===== src/design/csa_map.svh =====
// Constants of the stall alarm: counts and codes.
// Assumes inclusion by bare name from the design files.
`ifndef CSA_MAP_SVH
`define CSA_MAP_SVH
`define CSA_STALL_LIMIT      8'h80
`define CSA_CNT_ZERO         8'h00
`define CSA_CNT_ONE          8'h01
`define CSA_TRAP_GROUP       2'h0
`define CSA_TRAP_LEVEL       5'h05
`define CSA_KEY_LOCK         2'h2
`define CSA_LOCKOUT_CYCLES   2'h1
`endif


===== src/design/csa_pkg.sv =====
// Types shared by the stall alarm files.
// Assumes csa_map.svh supplies numeric constants.
package csa_pkg;
  typedef enum logic [3:0] {
    CSA_IDLE  = 4'b0001,
    CSA_COUNT = 4'b0010,
    CSA_DRAIN = 4'b0100,
    CSA_TRAP  = 4'b1000
  } csa_state_type;

  // Per-cycle view of the CPU
  typedef struct packed {
    logic       cycle_active;
    logic       monitored_instr;
    logic       instr_done;
    logic       execute_memory_instr;
    logic       indirect_cycle;
    logic       halted;
    logic       at_boundary;
    logic       dma_mem_write;
    logic       dma_cycle_done;
  } csa_cpu_type;

  // Controls returned to the CPU
  typedef struct packed {
    logic       trap_req;
    logic [1:0] trap_group;
    logic [4:0] trap_level;
    logic       terminate_op;
    logic       abort_chain;
    logic       force_run;
    logic       irq_block;
  } csa_ctl_type;
endpackage


===== src/design/csa_stall_counter.sv =====
// Saturating stall cycle counter.
// Assumes clear and advance come from the alarm top.
`timescale 1ns/1ns
`include "csa_map.svh"
module csa_stall_counter (
  input  wire logic       ref_clk,
  input  wire logic       rst,
  input  wire logic       clear,
  input  wire logic       advance,
  output logic [7:0]      count,
  output logic            expired
);
  typedef struct packed {
    logic [7:0] cnt;
  } csa_cnt_state_type;

  csa_cnt_state_type st_q;
  csa_cnt_state_type st_d;

  always_comb
  begin
    st_d = st_q;
    if (clear)
    begin
      st_d.cnt = `CSA_CNT_ZERO;
    end
    // Saturate so a long stall cannot wrap
    else if (advance && (st_q.cnt != `CSA_STALL_LIMIT))
    begin
      st_d.cnt = st_q.cnt + `CSA_CNT_ONE;
    end
  end

  always_ff @(posedge ref_clk)
  begin
    if (rst)
    begin
      st_q <= '0;
    end
    else
    begin
      st_q <= st_d;
    end
  end

  assign count   = st_q.cnt;
  assign expired = (st_q.cnt == `CSA_STALL_LIMIT);
endmodule


===== src/design/csa_stall_alarm.sv =====
// Stall watchdog beside the CPU sequencer.
// Assumes cpu inputs synchronous to ref_clk, one sample per clock.
// Overview of operation
// [RULE_01] Armed only while key switch reports the locked panel position. Code still traps from CSA_DRAIN after the key leaves lock.
// [RULE_02] While armed, monitored instruction or condition starts the stall counter.
// [RULE_03] Counter advances each active CPU cycle while condition persists.
// [RULE_04] Condition still present after 128 cycles requests trap group 0 level 5.
// [RULE_05] Monitored set covers I/O, paging, interrupt control, stack, save, execute-memory.
// [RULE_06] Halt and indirect memory cycles also start the counter.
// [RULE_07] External interrupts refused one cycle after a monitored instruction completes.
// [RULE_08] Back-to-back monitored instructions keep interrupts locked out throughout.
// [RULE_09] Interrupts taken only on instruction boundaries, deferring indirect chains.
// [RULE_10] A halted CPU recognises no external interrupts.
// [RULE_11] Power failure disables the alarm; restoration re-enables it. Code still traps from CSA_DRAIN after power loss.
// [RULE_12] Raising the trap terminates the stalled monitored operation.
// [RULE_13] Execute-memory or indirect chains are aborted by the alarm itself.
// [RULE_14] A block channel memory write finishes its cycle before termination.
// [RULE_15] A halted CPU is forced into run mode when the trap is raised.
// [RULE_16] Counter clears to zero whenever nothing monitored is active.
`timescale 1ns/1ns
`include "csa_map.svh"
module csa_stall_alarm (
  input  wire logic                ref_clk,
  input  wire logic                rst,
  input  wire logic [1:0]          key_position,
  input  wire logic                power_ok,
  input  wire csa_pkg::csa_cpu_type cpu,
  output csa_pkg::csa_ctl_type     ctl,
  output logic [7:0]               stall_count
);
  typedef struct packed {
    csa_pkg::csa_state_type state;
    logic                   lockout;
    csa_pkg::csa_ctl_type   ctl;
    logic [7:0]             count_out;
  } csa_top_state_type;

  csa_top_state_type st_q;
  csa_top_state_type st_d;

  logic       armed;
  logic       watched;
  logic       cnt_clear;
  logic       cnt_advance;
  logic [7:0] cnt_value;
  logic       cnt_expired;
  logic       chain_active;

  // Key lock and power
  assign armed = (key_position == `CSA_KEY_LOCK) && power_ok;

  // Decoded instruction class plus halt and indirect
  assign watched = cpu.monitored_instr || cpu.execute_memory_instr
                   || cpu.halted || cpu.indirect_cycle;

  assign chain_active = cpu.execute_memory_instr || cpu.indirect_cycle;

  // [RULE_16] Zero when idle
  assign cnt_clear = !armed || !watched || (st_q.state == csa_pkg::CSA_TRAP);

  // Active cycles only
  assign cnt_advance = armed && watched && cpu.cycle_active;

  csa_stall_counter u_counter (
    .ref_clk (ref_clk),
    .rst     (rst),
    .clear   (cnt_clear),
    .advance (cnt_advance),
    .count   (cnt_value),
    .expired (cnt_expired)
  );

  always_comb
  begin
    st_d                  = st_q;
    st_d.count_out        = cnt_value;
    st_d.ctl.trap_req     = 1'b0;
    st_d.ctl.terminate_op = 1'b0;
    st_d.ctl.abort_chain  = 1'b0;
    st_d.ctl.force_run    = 1'b0;
    st_d.ctl.trap_group   = `CSA_TRAP_GROUP;
    st_d.ctl.trap_level   = `CSA_TRAP_LEVEL;

    // [RULE_07] Lockout after completion
    // [RULE_08] Renewed by each completion
    st_d.lockout = cpu.instr_done && (cpu.monitored_instr || cpu.execute_memory_instr);

    // [RULE_09] Boundary gating
    // [RULE_10] Halt blocks interrupts
    st_d.ctl.irq_block = st_d.lockout || !cpu.at_boundary || cpu.halted;

    case (st_q.state)
      csa_pkg::CSA_IDLE:
      begin
        // [RULE_02] Start counting
        // [RULE_05] Monitored instruction set
        // [RULE_06] Halt or indirect
        if (armed && watched)
        begin
          st_d.state = csa_pkg::CSA_COUNT;
        end
      end
      csa_pkg::CSA_COUNT:
      begin
        // [RULE_01] Disarm on key
        // [RULE_11] Power loss disables
        // [RULE_16] Condition removed
        if (!armed || !watched)
        begin
          st_d.state = csa_pkg::CSA_IDLE;
        end
        // [RULE_03] Counted to limit
        else if (cnt_expired)
        begin
          // [RULE_14] Let channel finish
          if (cpu.dma_mem_write && !cpu.dma_cycle_done)
          begin
            st_d.state = csa_pkg::CSA_DRAIN;
          end
          else
          begin
            st_d.state = csa_pkg::CSA_TRAP;
          end
        end
      end
      csa_pkg::CSA_DRAIN:
      begin
        // Channel cycle must close even if stall lifts
        if (!cpu.dma_mem_write || cpu.dma_cycle_done)
        begin
          st_d.state = csa_pkg::CSA_TRAP;
        end
      end
      csa_pkg::CSA_TRAP:
      begin
        // [RULE_04] Trap request
        st_d.ctl.trap_req     = 1'b1;
        // [RULE_12] Terminate operation
        st_d.ctl.terminate_op = 1'b1;
        // [RULE_13] Abort chains
        st_d.ctl.abort_chain  = chain_active;
        // [RULE_15] Force run
        st_d.ctl.force_run    = cpu.halted;
        st_d.state            = csa_pkg::CSA_IDLE;
      end
      default:
      begin
        st_d.state = csa_pkg::CSA_IDLE;
      end
    endcase
  end

  always_ff @(posedge ref_clk)
  begin
    if (rst)
    begin
      st_q       <= '0;
      st_q.state <= csa_pkg::CSA_IDLE;
    end
    else
    begin
      st_q <= st_d;
    end
  end

  assign ctl         = st_q.ctl;
  assign stall_count = st_q.count_out;
endmodule


===== config.mk =====
export PLATFORM = sky130hd
export DESIGN_NAME = csa_stall_alarm
export DESIGN_NICKNAME = d
export VERILOG_FILES = /design/src/design/csa_pkg.sv /design/src/design/csa_stall_counter.sv /design/src/design/csa_stall_alarm.sv
export VERILOG_INCLUDE_DIRS = /design/src /design/src/design
export SDC_FILE = /design/constraint.sdc
export NUM_CORES = 1
export LEC_CHECK = 0
export BUFFER_PORTS_ARGS = -buffer_cell sky130_fd_sc_hd__buf_2
export CORE_MARGIN = 10
export CORE_UTILIZATION = 50
export DETAILED_ROUTE_END_ITERATION = 7
export PLACE_DENSITY = 0.77
export SLEW_MARGIN = 20
export SYNTH_ARGS = -nofsm -noshare
export SYNTH_HDL_FRONTEND = slang
export SYNTH_SLANG_ARGS = --single-unit

===== constraint.sdc =====
create_clock -name ref_clk -period 3.2 [get_ports ref_clk]
set_input_delay 0.32 -clock ref_clk [delete_from_list [all_inputs] [get_ports ref_clk]]
set_output_delay 0.32 -clock ref_clk [all_outputs]
set_load 0.005 [all_outputs]

==> results.tsv <==
metric	value	unit
io_buffers	28	
synth_area	1225	um^2
dpl_cell_area	1250	um^2
antenna_found_initial	0	
synth_warnings	0	
pwr-share-seq	64.8	%
core_area	2276	um^2
via_per_inst	5.166	
pwr-share-comb	7.4	%
worstHoldPathType	in2reg	
gr-usage-met3	3.424	%
grt.overflow.total	0	
grt-busiest-layer	met2	
path_clk_slew	0.13	ns
cp-end-kind	register	
dr.first_iter.drc_count	7	
cts_num_sinks	25	
seq_area_frac_synth	40.86	%
switching_share	22.86	%
nFillCells	198	
post-cts-setup-buffer-count	0	
cp.arrival	1.93	ns
cp_max_fo	4	
first_global_vias	860	
cp_top_family	compound AO/OA/AOI/OAI gates	
dp.cells	165	
met1_usage	9.984	%
drive_gt1_share	35.46	%
cap_viol_max_count	0	
synth_most_common_cell	dfxtp_1	
ctsHoldBuffers	0	
status	finished clean	
p_switching	111.7	uW
rows	17	
gp_congestion	0.7967	
ys_seq_elements	25	
timing.final.crit_share	54.29	%
num_antenna_cells	0	
nNetsFinal	158	
dieArea	4830	um^2
numCtsBuffers	3	
vdd_drop_max	174.0	uV
fin_skew	0.01057	ns
ys_top_cells_by_area	dfxtp_1 41%, buf_4 12%, xnor2_1 4.3%	
tightest_slew	0.5109	ns
cpPeakStageDelay	0.40	ns
crit_path_start	u_counter.count[0]	
p_int	376.7	uW
ys.flop_type	dfxtp_1	
synth_top_area_cell	dfxtp_1	
fmax	575.6	MHz
synth_cell_types	39	
fp.dieH	69.50	um
finalHoldViolCount	0	
insertion_delay	0.32	ns
io_pins	34	
syn_inst	127	
stdcell_area	1277	um^2
path_cells	inv_1 -> ha_1 -> and4bb_2 -> a21boi_0 -> a31o_2 -> a21oi_2	
worstHoldStart	cpu[2]	
synth-edff-count	0	
layout_min_cycle_time	1.737	ns
start_util	53.82	%
critPathRequiredTime	3.40	ns
ant_nets	0	
leakage	0.0005118	uW
routed_wl	2246	um
setup_violations	0	
cts_buffer_depth	2	
die_w	69.50	um
final_core_util	56.13	%
grt_pass1_wl	3719	um
syn2layout_area_growth	4.290	%
final_cell_count_no_fill	169	
yosys.area.top_type_share	40.86	%
pwr-share-clk	27.8	%
h-tree-depth	1	
rsz0062_at_grt	false	
r2r-start	u_counter.count[0]	
cp_slowest_cell	dfxtp_1	
grt_max_degree	15	
post_drt_wl_per_cell	13.29	um
root_buffer	clkbuf_4	
hpwl	1842	um
tns	0	ns
post_cts_resized	0	
max_slew_margin	65.46	%
drc_errors	0	
drtPass1Iterations	4	
use_met2	14.82	%
num_vias	873	
finalMaxSlewViolations	0	
worst-path-buf-inv	1	
async_reset_ff_share	0	%
synth_common_cells	25 x dfxtp_1, 20 x buf_4, 6 x nor2_1, 6 x xnor2_1	
powerDensity	382.3	nW/um^2
path_class	reg2reg	
startpoint_type	register	
grt_usage	8.825	%
cts_tree	built	
holdWs	0.1835	ns
postSynthAreaPerCell	9.645	um^2
==> cells by family after synthesis <==
group	count (synthesis)	synth area share [%]
and+or+nand+nor	49	27.48
buffers and inverters	27	15.01
DFF	25	40.86
AOI/OAI and AO/OA	17	10.01
xor gates and xnor gates	6	4.290
adders and majority gates	2	2.043
other	1	0.3061
==> layer usage <==
layer	wire length, um	share of wire (%)
met4	27	1.2
met5	0	0
met1	1036	46
met2	1002	45
met3	179	8.0
==> layout make-up <==
type	instances	area (um^2)	area share, %
clock buffer	3	22.52	1.763
inverter	5	18.77	1.469
multi-input combinational	79	555.5	43.49
timing repair buffer	28	140.1	10.97
clock inverter	1	5.005	0.3918
sequential	25	500.5	39.18
tap	28	35.03	2.742
==> per-stage QoR <==
step	setup slack, ns	total power [uW]
2_1_floorplan	1.716	349.7
3_3_place_gp	1.485	358.1
3_5_place_dp	1.452	359.2
4_1_cts	1.484	492.4
5_1_grt	1.350	504.8
6_report	1.463	488.4
==> power by group through the flow <==
stage          sequential [uW]  clock (uW)  combinational [uW]
6_report                   316         136                36.1
3_5_place_dp               323           0                35.9
5_1_grt                    317         148                39.5
3_3_place_gp               323           0                35.1
4_1_cts                    316         140                36.1
2_1_floorplan              323           0                26.9
==> final timing paths <==
kind / endpoint / slack [ns] / cells after the start
max: u_counter.count[2] / 1.46 / 6
min: ctl[0] / 0.18 / 2
max reg2reg: u_counter.count[2] / 1.46 / 6
min reg2reg: stall_count[7] / 0.51 / 1
==> cell usage in the layout, fill, tap and decap left out, drive strengths merged, types with 2 or more instances in the layout <==
cell,instances
buf,28
nand3,4
nor4b,3
nand4,3
dfxtp,25
or2b,2
o21ai,3
nor4,4
and2,2
nor3,5
inv,5
nor2b,5
ha,2
clkbuf,3
nor2,11
xnor2,6
conb,5
nand2,3
a21oi,6
==> state kept, by name, summed over array words and instances, names as in the netlist <==
register / cells
ctl: 5
st_q: 4
stall_count: 8
u_counter.count: 8
Power figures use the tool's default switching activity.
